**src/ctmr_map.svh**
```systemverilog
`ifndef CTMR_MAP_SVH
`define CTMR_MAP_SVH

// Register addresses as seven-bit frame addresses.
`define CTMR_ADDR_TIMER 7'h0c
`define CTMR_ADDR_HWOPT 7'h0e

// Frame layout: write flag, seven address bits, eight data bits.
`define CTMR_FRAME_BITS 5'h10
`define CTMR_HDR_BITS 5'h08
`define CTMR_FRAME_OVER 5'h11

// Timer register field positions.
`define CTMR_RSV_BIT 7
`define CTMR_ON_MSB 6
`define CTMR_ON_LSB 4
`define CTMR_PER_MSB 3
`define CTMR_PER_LSB 0

// Hardware option register field positions.
`define CTMR_HW_UVR_BIT 7
`define CTMR_HW_RSV_HI_BIT 6
`define CTMR_HW_OWE_BIT 5
`define CTMR_HW_RDS_BIT 4
`define CTMR_HW_LOCK0_BIT 3
`define CTMR_HW_RSV_LO_MSB 2

// Reset values.
`define CTMR_TIMER_RESET 7'h00
`define CTMR_READ_ZERO 8'h00

// On-time codes that do not run the timer.
`define CTMR_ON_OFF_LOW 3'h0
`define CTMR_ON_OFF_HIGH 3'h6
`define CTMR_ON_RSVD 3'h7

// Pin configuration code that hands the high-side switch to the timer.
`define CTMR_GPIO_CYCLIC_SENSE 3'h3

// Clock rate and base tick of the timer.
`define CTMR_CLK_MHZ 100
`define CTMR_TICK_US 100

// On-times in base ticks of 0.1 ms: 0.1, 0.3, 1, 10 and 20 ms.
`define CTMR_ON_T1 24'h000001
`define CTMR_ON_T2 24'h000003
`define CTMR_ON_T3 24'h00000a
`define CTMR_ON_T4 24'h000064
`define CTMR_ON_T5 24'h0000c8

// Periods in base ticks: 10 ms up to 1000 s in 1-2-5 steps.
`define CTMR_PER_T0 24'h000064
`define CTMR_PER_T1 24'h0000c8
`define CTMR_PER_T2 24'h0001f4
`define CTMR_PER_T3 24'h0003e8
`define CTMR_PER_T4 24'h0007d0
`define CTMR_PER_T5 24'h001388
`define CTMR_PER_T6 24'h002710
`define CTMR_PER_T7 24'h004e20
`define CTMR_PER_T8 24'h00c350
`define CTMR_PER_T9 24'h0186a0
`define CTMR_PER_TA 24'h030d40
`define CTMR_PER_TB 24'h07a120
`define CTMR_PER_TC 24'h0f4240
`define CTMR_PER_TD 24'h1e8480
`define CTMR_PER_TE 24'h4c4b40
`define CTMR_PER_TF 24'h989680

`endif

```
**src/ctmr_pkg.sv**
```systemverilog
package ctmr_pkg;

  // One received frame, first bit received sits in the write flag.
  typedef struct packed {
    logic wr;
    logic [6:0] addr;
    logic [7:0] data;
  } ctmr_frame_s;

  // Stored timer configuration.
  typedef struct packed {
    logic [2:0] on_code;
    logic [3:0] per_code;
  } ctmr_timer_cfg_s;

  // Stored hardware options.
  typedef struct packed {
    logic uvr;
    logic owe;
    logic rds;
    logic lock0;
  } ctmr_hwopt_s;

  // Timer states.
  typedef enum logic [1:0] {
    CTMR_ST_LOW,
    CTMR_ST_HIGH,
    CTMR_ST_ON,
    CTMR_ST_OFF
  } ctmr_tstate_e;

endpackage

```
**src/ctmr_cycle_timer.sv**
```systemverilog
`timescale 1ns/10ps
`include "ctmr_map.svh"

// Periodic on/off timer driven from the stored configuration.
module ctmr_cycle_timer
  import ctmr_pkg::*;
#(
  parameter int TICK_CYCLES = `CTMR_TICK_US * `CTMR_CLK_MHZ
)
(
  input wire logic clk,
  input wire logic rst,
  input wire logic cfg_load,
  input ctmr_timer_cfg_s cfg,
  output logic hs_level,
  output logic period_pulse
);

  localparam int TW = $clog2(TICK_CYCLES);

  ctmr_tstate_e state_q; // Timer state.
  logic [TW-1:0] tick_q; // Cycles within one base tick.
  logic [23:0] count_q; // Base ticks within the current period.
  logic [23:0] on_len_q; // Selected on-time in ticks.
  logic [23:0] per_len_q; // Selected period in ticks.
  logic pulse_q; // Period boundary pulse.
  logic running;
  logic tick_end;

  // On-time lookup for the running codes.
  function automatic logic [23:0] on_ticks(input logic [2:0] code);
    case (code)
      3'h1: on_ticks = `CTMR_ON_T1;
      3'h2: on_ticks = `CTMR_ON_T2;
      3'h3: on_ticks = `CTMR_ON_T3;
      3'h4: on_ticks = `CTMR_ON_T4;
      default: on_ticks = `CTMR_ON_T5;
    endcase
  endfunction

  // Ascending period table.
  function automatic logic [23:0] per_ticks(input logic [3:0] code);
    case (code)
      4'h0: per_ticks = `CTMR_PER_T0;
      4'h1: per_ticks = `CTMR_PER_T1;
      4'h2: per_ticks = `CTMR_PER_T2;
      4'h3: per_ticks = `CTMR_PER_T3;
      4'h4: per_ticks = `CTMR_PER_T4;
      4'h5: per_ticks = `CTMR_PER_T5;
      4'h6: per_ticks = `CTMR_PER_T6;
      4'h7: per_ticks = `CTMR_PER_T7;
      4'h8: per_ticks = `CTMR_PER_T8;
      4'h9: per_ticks = `CTMR_PER_T9;
      4'ha: per_ticks = `CTMR_PER_TA;
      4'hb: per_ticks = `CTMR_PER_TB;
      4'hc: per_ticks = `CTMR_PER_TC;
      4'hd: per_ticks = `CTMR_PER_TD;
      4'he: per_ticks = `CTMR_PER_TE;
      default: per_ticks = `CTMR_PER_TF;
    endcase
  endfunction

  assign running = (state_q == CTMR_ST_ON) || (state_q == CTMR_ST_OFF);
  assign tick_end = (tick_q == TW'(TICK_CYCLES - 1));

  // Base tick prescaler, restarted with every new configuration.
  always_ff @(posedge clk) begin
    if (rst || cfg_load || !running) begin
      tick_q <= '0;
    end else if (tick_end) begin
      tick_q <= '0;
    end else begin
      tick_q <= tick_q + TW'(1);
    end
  end

  // A load restarts the period at once rather than finishing the old one.
  always_ff @(posedge clk) begin
    if (rst) begin
      state_q <= CTMR_ST_LOW;
      count_q <= 24'h000000;
      on_len_q <= `CTMR_ON_T1;
      per_len_q <= `CTMR_PER_T0;
      pulse_q <= 1'b0;
    end else if (cfg_load) begin
      count_q <= 24'h000000;
      on_len_q <= on_ticks(cfg.on_code);
      per_len_q <= per_ticks(cfg.per_code);
      pulse_q <= 1'b0;
      case (cfg.on_code)
        `CTMR_ON_OFF_LOW: state_q <= CTMR_ST_LOW;
        `CTMR_ON_OFF_HIGH: state_q <= CTMR_ST_HIGH;
        `CTMR_ON_RSVD: state_q <= CTMR_ST_LOW;
        default: state_q <= CTMR_ST_ON;
      endcase
    end else if (running && tick_end) begin
      if (count_q == per_len_q - 24'h000001) begin
        count_q <= 24'h000000;
        state_q <= CTMR_ST_ON;
        pulse_q <= 1'b1;
      end else begin
        count_q <= count_q + 24'h000001;
        pulse_q <= 1'b0;
        if (count_q + 24'h000001 == on_len_q) begin
          state_q <= CTMR_ST_OFF;
        end
      end
    end else begin
      pulse_q <= 1'b0;
    end
  end

  assign hs_level = (state_q == CTMR_ST_ON) || (state_q == CTMR_ST_HIGH);
  assign period_pulse = pulse_q;

endmodule

```
**src/ctmr_regs.sv**
```systemverilog
`timescale 1ns/10ps
`include "ctmr_map.svh"

// What this block does
// - On-time field bits 6:4, zero stops low
// - Code 110 stops high, 111 reserved
// - Period field bits 3:0, ascending 1-2-5 table
// - Timer starts itself on running on-time code
// - Restart with cyclic sense clears both fields
// - Non-restart failures keep timer settings
// - Cyclic sense and wake share one timer
// - New timer setting applies at select rise
// - Reserved bits read zero, ignore writes
// - Timer register zero on every reset
// - Timer register at its frame address
// - Option register at its frame address
// - Bit 7 selects undervoltage release threshold
// - Bit 5 selects overtemperature wait extension
// - Bit 4 selects reset delay
// - Level-0 lock blocks pump and pin changes
// - Level-1 lock guards others, survives soft reset
// - Soft reset under level-1 lock acts like restart
// - Option register reset and restart values
// - Level-1 lock arms at select rise, persists
// - Pin code 011 gives switch to timer
// - Wake bit enables timer as wake source
module ctmr_regs
  import ctmr_pkg::*;
#(
  parameter int TICK_CYCLES = `CTMR_TICK_US * `CTMR_CLK_MHZ
)
(
  input wire logic clk,
  input wire logic rst,
  input wire logic soft_reset,
  input wire logic restart_entry,
  input wire logic spi_select_n,
  input wire logic spi_sck,
  input wire logic spi_mosi,
  output logic spi_miso,
  output logic spi_miso_oe,
  input wire logic [2:0] gpio_cfg,
  input wire logic timer_wake_source_en,
  input wire logic lock1_request,
  output logic high_side_out,
  output logic cyclic_wake_pulse,
  output logic uv_release_threshold_sel,
  output logic overtemp_wait_extend,
  output logic reset_delay_sel,
  output logic cfg_lock0,
  output logic cfg_lock1_active,
  output logic timer_running
);

  ctmr_timer_cfg_s timer_q; // Stored timer configuration.
  ctmr_hwopt_s hw_q; // Stored hardware options.
  logic lock1_q; // Level-1 lock in force.
  logic timer_load_q; // Tells the timer to take the stored setting.
  logic hs_q; // Registered high-side drive.
  logic wake_q; // Registered cyclic wake pulse.
  logic [6:0] hdr_addr; // Address of the frame in flight.
  logic [7:0] rd_data; // Read data for the frame in flight.
  ctmr_frame_s frame; // Completed frame.
  logic frame_done; // Frame ended with sixteen bits.
  logic cs_rise; // Select went high.
  logic hs_level; // Timer drive level.
  logic period_pulse; // Timer period boundary.
  logic wr_timer; // Write to the timer register.
  logic wr_hwopt; // Write to the option register.
  logic cyclic_sense; // Switch handed to the timer.

  // Serial frame receiver and read shifter.
  ctmr_spi_frame u_spi (
    .clk(clk),
    .rst(rst),
    .spi_select_n(spi_select_n),
    .spi_sck(spi_sck),
    .spi_mosi(spi_mosi),
    .rd_data(rd_data),
    .hdr_addr(hdr_addr),
    .frame(frame),
    .frame_done(frame_done),
    .cs_rise(cs_rise),
    .spi_miso(spi_miso),
    .spi_miso_oe(spi_miso_oe)
  );

  // Periodic timer shared by cyclic sense and cyclic wake.
  ctmr_cycle_timer #(
    .TICK_CYCLES(TICK_CYCLES)
  ) u_timer (
    .clk(clk),
    .rst(rst),
    .cfg_load(timer_load_q),
    .cfg(timer_q),
    .hs_level(hs_level),
    .period_pulse(period_pulse)
  );

  // Writes are only acted on at the rising select that closes a full frame.
  assign wr_timer = frame_done && frame.wr && (frame.addr == `CTMR_ADDR_TIMER);
  assign wr_hwopt = frame_done && frame.wr && (frame.addr == `CTMR_ADDR_HWOPT);
  assign cyclic_sense = (gpio_cfg == `CTMR_GPIO_CYCLIC_SENSE);

  // Read mux; reserved bits and unmapped addresses return zero.
  always_comb begin
    rd_data = `CTMR_READ_ZERO;
    case (hdr_addr)
      `CTMR_ADDR_TIMER: begin
        rd_data[`CTMR_ON_MSB:`CTMR_ON_LSB] = timer_q.on_code;
        rd_data[`CTMR_PER_MSB:`CTMR_PER_LSB] = timer_q.per_code;
      end
      `CTMR_ADDR_HWOPT: begin
        rd_data[`CTMR_HW_UVR_BIT] = hw_q.uvr;
        rd_data[`CTMR_HW_OWE_BIT] = hw_q.owe;
        rd_data[`CTMR_HW_RDS_BIT] = hw_q.rds;
        rd_data[`CTMR_HW_LOCK0_BIT] = hw_q.lock0;
      end
      default: begin
        rd_data = `CTMR_READ_ZERO;
      end
    endcase
  end

  // Timer register. Resets of any kind force zero. Restart also covers the
  // cyclic-sense case, where the switch setting is cleared and stale timing
  // would give a wrong switch reading. Nothing else, such as a failure that
  // does not restart the device, touches the stored setting.
  always_ff @(posedge clk) begin
    if (rst || soft_reset) begin
      timer_q <= `CTMR_TIMER_RESET;
    end else if (restart_entry) begin
      timer_q <= `CTMR_TIMER_RESET;
    end else if (wr_timer) begin
      timer_q.on_code <= frame.data[`CTMR_ON_MSB:`CTMR_ON_LSB];
      timer_q.per_code <= frame.data[`CTMR_PER_MSB:`CTMR_PER_LSB];
    end
  end

  // Any change of the stored setting restarts the timer one cycle later.
  always_ff @(posedge clk) begin
    if (rst) begin
      timer_load_q <= 1'b1;
    end else begin
      timer_load_q <= soft_reset || restart_entry || wr_timer;
    end
  end

  // Level-1 lock: armed by the request only at a rising select, then held
  // until power-on; the lock itself cannot be cleared by software.
  always_ff @(posedge clk) begin
    if (rst) begin
      lock1_q <= 1'b0;
    end else if (cs_rise && lock1_request) begin
      lock1_q <= 1'b1;
    end
  end

  // Option bits guarded by the level-1 lock. Soft reset clears them only
  // when unlocked; restart keeps them; power-on clears them.
  always_ff @(posedge clk) begin
    if (rst) begin
      hw_q.uvr <= 1'b0;
      hw_q.owe <= 1'b0;
      hw_q.rds <= 1'b0;
    end else if (restart_entry) begin
      hw_q.uvr <= hw_q.uvr;
      hw_q.owe <= hw_q.owe;
      hw_q.rds <= hw_q.rds;
    end else if (soft_reset) begin
      // Under the level-1 lock the soft reset leaves the bits as restart does.
      if (!lock1_q) begin
        hw_q.uvr <= 1'b0;
        hw_q.owe <= 1'b0;
        hw_q.rds <= 1'b0;
      end
    end else if (wr_hwopt && !lock1_q) begin
      hw_q.uvr <= frame.data[`CTMR_HW_UVR_BIT];
      hw_q.owe <= frame.data[`CTMR_HW_OWE_BIT];
      hw_q.rds <= frame.data[`CTMR_HW_RDS_BIT];
    end
  end

  // Level-0 lock bit: plain read-write, cleared only at power-on. A set bit
  // keeps its value through soft reset and restart, and so does a clear one.
  always_ff @(posedge clk) begin
    if (rst) begin
      hw_q.lock0 <= 1'b0;
    end else if (wr_hwopt && !soft_reset && !restart_entry) begin
      hw_q.lock0 <= frame.data[`CTMR_HW_LOCK0_BIT];
    end
  end

  // Switch drive and wake pulse, both taken from the same timer.
  always_ff @(posedge clk) begin
    if (rst) begin
      hs_q <= 1'b0;
      wake_q <= 1'b0;
    end else begin
      hs_q <= cyclic_sense && hs_level;
      wake_q <= timer_wake_source_en && period_pulse;
    end
  end

  assign high_side_out = hs_q;
  assign cyclic_wake_pulse = wake_q;
  assign uv_release_threshold_sel = hw_q.uvr;
  assign overtemp_wait_extend = hw_q.owe;
  assign reset_delay_sel = hw_q.rds;
  assign cfg_lock0 = hw_q.lock0;
  assign cfg_lock1_active = lock1_q;
  assign timer_running = (timer_q.on_code != `CTMR_ON_OFF_LOW) &&
    (timer_q.on_code != `CTMR_ON_OFF_HIGH) && (timer_q.on_code != `CTMR_ON_RSVD);
endmodule

```
**src/ctmr_spi_frame.sv**
```systemverilog
`timescale 1ns/10ps
`include "ctmr_map.svh"

// Serial frame receiver, mode 0, MSB first, sampled in the system clock domain.
// The serial clock must stay at least two system clocks in each phase.
module ctmr_spi_frame
  import ctmr_pkg::*;
(
  input wire logic clk,
  input wire logic rst,
  input wire logic spi_select_n,
  input wire logic spi_sck,
  input wire logic spi_mosi,
  input wire logic [7:0] rd_data,
  output logic [6:0] hdr_addr,
  output ctmr_frame_s frame,
  output logic frame_done,
  output logic cs_rise,
  output logic spi_miso,
  output logic spi_miso_oe
);

  logic sck_q; // Previous serial clock level.
  logic cs_n_q; // Previous select level.
  logic [4:0] bit_cnt_q; // Bits received in this frame, saturating.
  logic [15:0] rx_q; // Receive shift register.
  logic [7:0] tx_q; // Transmit shift register.
  logic tx_loaded_q; // Read data already captured this frame.
  logic frame_done_q; // Frame end pulse.
  logic cs_rise_q; // Select rising pulse.
  logic sck_rise;
  logic sck_fall;

  assign sck_rise = spi_sck & ~sck_q & ~spi_select_n;
  assign sck_fall = ~spi_sck & sck_q & ~spi_select_n;

  // Edge history of the serial pins.
  always_ff @(posedge clk) begin
    if (rst) begin
      sck_q <= 1'b0;
      cs_n_q <= 1'b1;
    end else begin
      sck_q <= spi_sck;
      cs_n_q <= spi_select_n;
    end
  end

  // Receive path; extra bits mark the frame as overlong so it is dropped.
  always_ff @(posedge clk) begin
    if (rst || spi_select_n) begin
      bit_cnt_q <= 5'h00;
      if (rst) begin
        rx_q <= 16'h0000;
      end
    end else if (sck_rise) begin
      rx_q <= {rx_q[14:0], spi_mosi};
      if (bit_cnt_q != `CTMR_FRAME_OVER) begin
        bit_cnt_q <= bit_cnt_q + 5'h01;
      end
    end
  end

  // Transmit path: a zero header byte, then the addressed register.
  always_ff @(posedge clk) begin
    if (rst || spi_select_n) begin
      tx_q <= 8'h00;
      tx_loaded_q <= 1'b0;
    end else if (bit_cnt_q == `CTMR_HDR_BITS && !tx_loaded_q) begin
      tx_q <= rd_data;
      tx_loaded_q <= 1'b1;
    end else if (sck_fall && bit_cnt_q > `CTMR_HDR_BITS) begin
      tx_q <= {tx_q[6:0], 1'b0};
    end
  end

  // Frame end is only reported for a frame of exactly sixteen bits.
  always_ff @(posedge clk) begin
    if (rst) begin
      frame_done_q <= 1'b0;
      cs_rise_q <= 1'b0;
    end else begin
      cs_rise_q <= spi_select_n & ~cs_n_q;
      frame_done_q <= spi_select_n & ~cs_n_q & (bit_cnt_q == `CTMR_FRAME_BITS);
    end
  end

  // Frame end takes the count from the cycle of the rising select, before it clears.
  assign hdr_addr = rx_q[6:0];
  assign frame = rx_q;
  assign frame_done = frame_done_q;
  assign cs_rise = cs_rise_q;
  assign spi_miso = tx_q[7];
  assign spi_miso_oe = ~spi_select_n;

endmodule

```
**config.mk**
```make
export PLATFORM = sky130hd
export DESIGN_NAME = ctmr_regs
export DESIGN_NICKNAME = d
export VERILOG_FILES = /design/src/ctmr_pkg.sv /design/src/ctmr_cycle_timer.sv /design/src/ctmr_regs.sv /design/src/ctmr_spi_frame.sv
export VERILOG_INCLUDE_DIRS = /design/src
export SDC_FILE = /design/constraint.sdc
export NUM_CORES = 1
export LEC_CHECK = 0
export ABC_AREA = 1
export BUFFER_PORTS_ARGS = -buffer_cell sky130_fd_sc_hd__buf_2
export CORE_MARGIN = 2
export CORE_UTILIZATION = 44
export CTS_BUF_LIST = sky130_fd_sc_hd__clkbuf_8 sky130_fd_sc_hd__clkbuf_16
export CTS_CLUSTER_SIZE = 10
export DETAILED_ROUTE_END_ITERATION = 6
export PLACE_DENSITY = 0.56
export SLEW_MARGIN = 20
export SYNTH_ARGS = -nofsm -noshare
export SYNTH_HDL_FRONTEND = slang
export SYNTH_SLANG_ARGS = --single-unit
```
**constraint.sdc**
```tcl
create_clock -name clk -period 2.9 [get_ports clk]
set_input_delay 0.58 -clock clk [delete_from_list [all_inputs] [get_ports clk]]
set_output_delay 0.58 -clock clk [all_outputs]
set_load 0.1 [all_outputs]
```
======== After elaboration in Yosys (flattened, before gate mapping) ========
Memories as Yosys holds them, arrays and structs flattened. A register that Yosys moved wholly into a read port is not among the register bits.
Cells that the tools add are included.
storage, ports and cells
  register bits after elaboration ......... 138
  bits in read-only memories .............. 336
  memories kept ........................... 1
memories
  memory           words  bits a word  rd ports  clocked after memory_dff  wr ports  RTL line                RTL
  (no name shown)  16     21           1         1                         0         ctmr_cycle_timer.sv:43  case (code)
operators by class
  $add $sub $neg .......................... 4
  $lt $le $gt $ge ......................... 1
  eq/ne operators ......................... 24
  muxes and demuxes ....................... 20
  bitwise logic cells ..................... 12
  reductions and logical operators ........ 43
operators with widths
  kind                   count
  $eq 24x24->1           2
  $mux 16                3
  $pmux 8 s4             1
  $eq 7x4->1 const B     4
  $add 24x1->24 const B  1
  $mux 24                1
  $sub 24x1->24 const B  1
  $mux 8                 2
  $add 14x1->14 const B  1
  $eq 14x14->1 const B   1
  $logic_and 1x1->1      14
  $mux 3                 4
  $eq 3x2->1 const B     3
  $eq 3x3->1 const B     3
  $logic_or 1x1->1       8
  $mux 2                 4
  $reduce_bool 2->1      4
  $reduce_or 2->1        4
  $and 1x1->1            6
  $ne 3x3->1 const B     2
  $not 1->1              6
  $pmux 3 s2             1
  $reduce_and 2->1       3
  $reduce_bool 3->1      2
  other kinds (15)       23

======== Longest topological paths before layout ========
  word-level depth ........................ 6
  mapped depth ............................ 18
  depth with buffers taken out ............ 17

======== Modules after synthesis ========
From an unflattened synthesis, not the netlist that was laid out.
second synthesis, totals
  cells, all modules ...................... 1092
  area, all modules ....................... 7179.4 µm²
modules (own cells, without submodules)
  module            times used  cells an instance  area each (µm²)  seq. area each (µm²)
  ctmr_cycle_timer  1           794                4820.9           1361.3
  ctmr_spi_frame    1           183                1607.8           840.8
  ctmr_regs         1           115                750.7            300.3

======== Worst setup path before layout ========
OpenSTA, ideal clock, no wires.
  path kind ............................... flip-flop to flip-flop
  from .................................... register u_timer.per_len_q[2]
  to ...................................... register u_timer.count_q[10]
  setup time .............................. 0.141 ns
  arrival time ............................ 1.812 ns
  required time ........................... 2.759 ns
  setup slack ............................. 0.947 ns
  cell stages (with the launch flop) ...... 17
  clock period less this slack ............ 1.953 ns
  cells stage by stage .................... dfxtp_1 inv_1 ha_1 nand2_2 nor2_8 nand2_4 o21bai_1 nand2_1 nor2_1 nand2_1 nor2_2 nand3_2 nand2_2 inv_4 buf_12 nand3_2 a21oi_2
between the ends
  cells in the longest elaborated chain, start to end .. 3
ends and longest elaborated chain
  item                  RTL line                 RTL
  start, declared       ctmr_cycle_timer.sv:25   logic [23:0] per_len_q;
  $sub 24x1->24         ctmr_cycle_timer.sv:97   if (count_q == per_len_q - 24'h000001) begin
  $eq 24x24->1          ctmr_cycle_timer.sv:97
  $mux 24               ctmr_cycle_timer.sv:97
  end signal, assigned  ctmr_cycle_timer.sv:102  count_q <= count_q + 24'h000001;
  end, declared         ctmr_cycle_timer.sv:23   logic [23:0] count_q;
No other way between the ends.
A chain may end at the register's enable or synchronous reset.

======== Worst setup path after layout ========
  from .................................... register u_timer.count_q[0]
  to ...................................... register u_timer.state_q[0]
between the ends
  cells in the longest elaborated chain, start to end .. 4
  elaborated cells between the ends (all ways) .. 8
ends and longest elaborated chain
  item                                                                 RTL line                                         RTL
  $add 24x1->24 / $eq 24x24->1 (equally long branches)                 ctmr_cycle_timer.sv:104, ctmr_cycle_timer.sv:97
  $eq 24x24->1 / $mux 2 (equally long branches)                        ctmr_cycle_timer.sv:104, ctmr_cycle_timer.sv:97
  $reduce_bool 3->1 (no source line) / $mux 2 (equally long branches)  -
  $reduce_and 2->1 (no source line) / $mux 2 (equally long branches)   -
  end signal, assigned                                                 ctmr_cycle_timer.sv:94                           default: state_q <= CTMR_ST_ON;
  end signal, assigned                                                 ctmr_cycle_timer.sv:99                           state_q <= CTMR_ST_ON;
  end signal, assigned                                                 ctmr_cycle_timer.sv:105                          state_q <= CTMR_ST_OFF;
  end, declared                                                        ctmr_cycle_timer.sv:21                           ctmr_tstate_e state_q;
Parallel ways exist; a longest one is shown, timed or not. The select of a mux whose other input is x is not followed.

==> reports/results.tsv <==
metric	value	unit
ant_nets	0	
yosys-top-cells-area	dfxtp_1 (29%), nand2_1 (15%), inv_1 (7.2%)	
hold_viol	0	
cts_tree	yes	
p_leak	3.23	nW
cts.clk_slew.worst_paths	0.06	ns
grt.total_usage	0.224	
synth_nets	1049	
routedWlPerCell	13.7	um
syn_area	6930	um^2
cts_max_level	4	
muxShareOfSynthArea	0	
crit_chain	ha_1 > nand2_1 > nor2_1 > nand2_1 > nor2_1 > xor2_1 > nor2_1 > nand2_1 > nor2_1 > a21oi_1 > nand2_1 > a21oi_1 > nor2_1	
yosys.area_share.adder	0.0235	
die_area	16800	um^2
grt_max_degree	27	
rsz0062_at_grt	false	
worstPathArrival	2.75	ns
peakVddDrop	0.457	mV
crit_path_max_fanout	6	
cts-root-buf	clkbuf_16	
rows	45	
area_growth	12.4	%
slowest_stage	dfxtp_1	
hold_end	high_side_out	
startpoint_type	flop	
async_reset_ff_frac	0	
hold_depth	2	
status	finished, final reports clean	
postCtsHoldBufs	0	
nets	1068	
die_h	130	um
setup_ws	0.467	ns
synth_compound_area_frac	0.122	
ys_types	51	
hold_start	gpio_cfg[2]	
syn_area_per_cell	6.77	um^2
hpwl	13100	um
yosysWarnings	0	
post_route_cells_drive_above_1_share	0.114	
worstSetupPathType	reg2reg	
drt_iter0_drc	448	
worst_hold_path_type	in2reg	
gp_congestion	0.855	
mostFrequentLayoutCell	nand2_1	
synthSimpleGateAreaFrac	0.368	
syn_inst	1024	
antenna_cells	0	
io_pins	22	
post-route-drc-count	0	
grt_overflow_total	0	
first_pass_iters	5	
mostFrequentLayoutCells	nand2_1 (273), inv_1 (133), nor2_1 (128)	
ys_seq_area_frac	0.361	
synthFlopType	dfxtp_1	
min_period_over_period	0.839	
ctsResizeCount	0	
vias	6338	
fin_tns_setup	0	ns
grt_pass1_wl	29100	um
synth_edf_count	16	
wirelength	17400	um
coreArea	15300	um^2
pre_cts_slack	0.460	ns
ys_seq_elements	117	
viasPerCell	5.00	
grt_pass1_vias	5788	
slowest_delay	0.42	ns
antenna_found_initial	0	
r2r_start	u_timer.count_q[0]	
finalCriticalPeriod	2.43	ns
numCtsBuffers	17	
max_freq	411	MHz
powerDensity	512	nW/um^2
post_cts_buffers	0	
finalClockSkew	0.0104	ns
synth_top_cell_by_area	dfxtp_1	
worst_pin_slew	0.692	ns
initial_core_util	0.453	
portBuffers	21	
clock_path_buffers	2	
synth_top_area_share	0.292	
cp-end-kind	flop	
insertion_delay	0.43	ns
ff2ff_setup_slack	0.47	ns
cp.required	3.22	ns
cp_common_cell	nor2_1	
r2r_end	u_timer.state_q[0]	
die_x	130	um
cts_sinks	117	
setup-violations-final	0	
maxSlewHeadroom	0.538	
r2r_cells	13	
synth_top_family_by_area	simple AND/OR/NAND/NOR gates	
cap_viol_max_count	0	
slew_viol_final	0	
synthXorXnorAreaFrac	0.0278	
## kinds of logic after synthesis
kind of cell	Yosys count
flip-flops	117
buffers and inverters	165
AO/OA/AOI/OAI	141
XOR/XNOR	20
adder cells (fa/ha/maj)	13
AND/OR/NAND/NOR	568
## routing by layer
metal  vias up  routed length, um  global-route usage  share of wire
met5         -                  0                   0              0
met4         0                210              0.0867          0.012
met3        16                518              0.0409          0.030
met2        85               8060               0.363           0.46
met1      2877               8580               0.299           0.49
li1       3360                  -                   -              -
## through the flow
| step | cells | hold WS (ns) | util | instance area, um^2 | total power, mW |
|---|---|---|---|---|---|
| floorplan | 1024 | 0.380 | - | 6930 | 1.82 |
| detailed placement | 1235 | 0.396 | 0.470 | 7200 | 1.87 |
| global route | 1267 | 0.292 | 0.509 | 7790 | 4.13 |
| CTS | 1267 | 0.291 | 0.509 | 7790 | 4.04 |
| finish | 1267 | 0.303 | 0.509 | 7790 | 3.99 |
| global placement | 1235 | 0.392 | 0.470 | 7200 | 1.87 |
## critical path: cells and delay by family (launching register included)
| kind | cells | cell delay [ns] |
|---|---|---|
| compound gates | 2 | 0.30 |
| xor+xnor | 1 | 0.25 |
| fa+ha+maj | 1 | 0.26 |
| flops | 1 | 0.42 |
| simple gates | 9 | 1.09 |
## sequential cells by signal, summed over array words and instances (netlist names), 2 cells and up
register	count
u_timer.tick_q	14
u_spi.bit_cnt_q	5
u_timer.per_len_q	21
timer_q	7
u_spi.tx_q	8
u_timer.count_q	24
u_timer.on_len_q	6
u_spi.frame	16
u_timer.state_q	2
## synth_stat cells (2+ instances only)
library cell    n
a32oi_1         3
nand3b_1       11
a211o_1         2
o211ai_1        4
nor4_1          8
xor2_1         14
nand3_2         4
o2111ai_1       2
ha_1           13
nor2_8          2
edfxtp_1       16
a21oi_1        51
inv_1         133
dfxtp_1       101
o22ai_1         6
a22oi_1         4
nand3_1        71
nor2_2          9
nor3b_1         3
clkbuf_1       17
buf_4           2
nand4_1        15
o21ai_0        40
a21oi_2        10
or2_2           3
nand2_1       273
o21bai_1        4
nor3_1         13
nand2_2        19
nor2_1        128
a31oi_1         7
nor2_4          6
buf_6           2
clkinv_1        2
buf_2           3
a32o_1          4
xnor2_1         5
## worst max-delay path by stage
stage,start,to,depth (start not counted)
CTS,u_timer.count_q[0],u_timer.state_q[0],13
detailed placement,u_timer.count_q[0],u_timer.state_q[0],13
global placement,u_timer.count_q[0],u_timer.state_q[0],13
floorplan,u_timer.per_len_q[2],u_timer.count_q[10],16
global route,u_timer.count_q[0],u_timer.state_q[0],13
finish,u_timer.count_q[0],u_timer.state_q[0],13
## area by class of cell
class,count,area (um^2)
clock buffers,17,425
clock inverters,15,169
fillers,1588,7520
inverters,137,517
multi-input cells,742,3760
flip-flops and latches,117,2500
well taps,211,264
repair buffers,28,158
## where the power goes
| part | total, mW | internal, mW | switching [mW] |
|---|---|---|---|
| Combinational | 0.140 | 0.0392 | 0.100 |
| Sequential | 1.69 | 1.67 | 0.0186 |
| Clock | 2.17 | 1.29 | 0.876 |
| Total | 3.99 | 3.00 | 0.995 |
(Power assumes the default switching activity.)
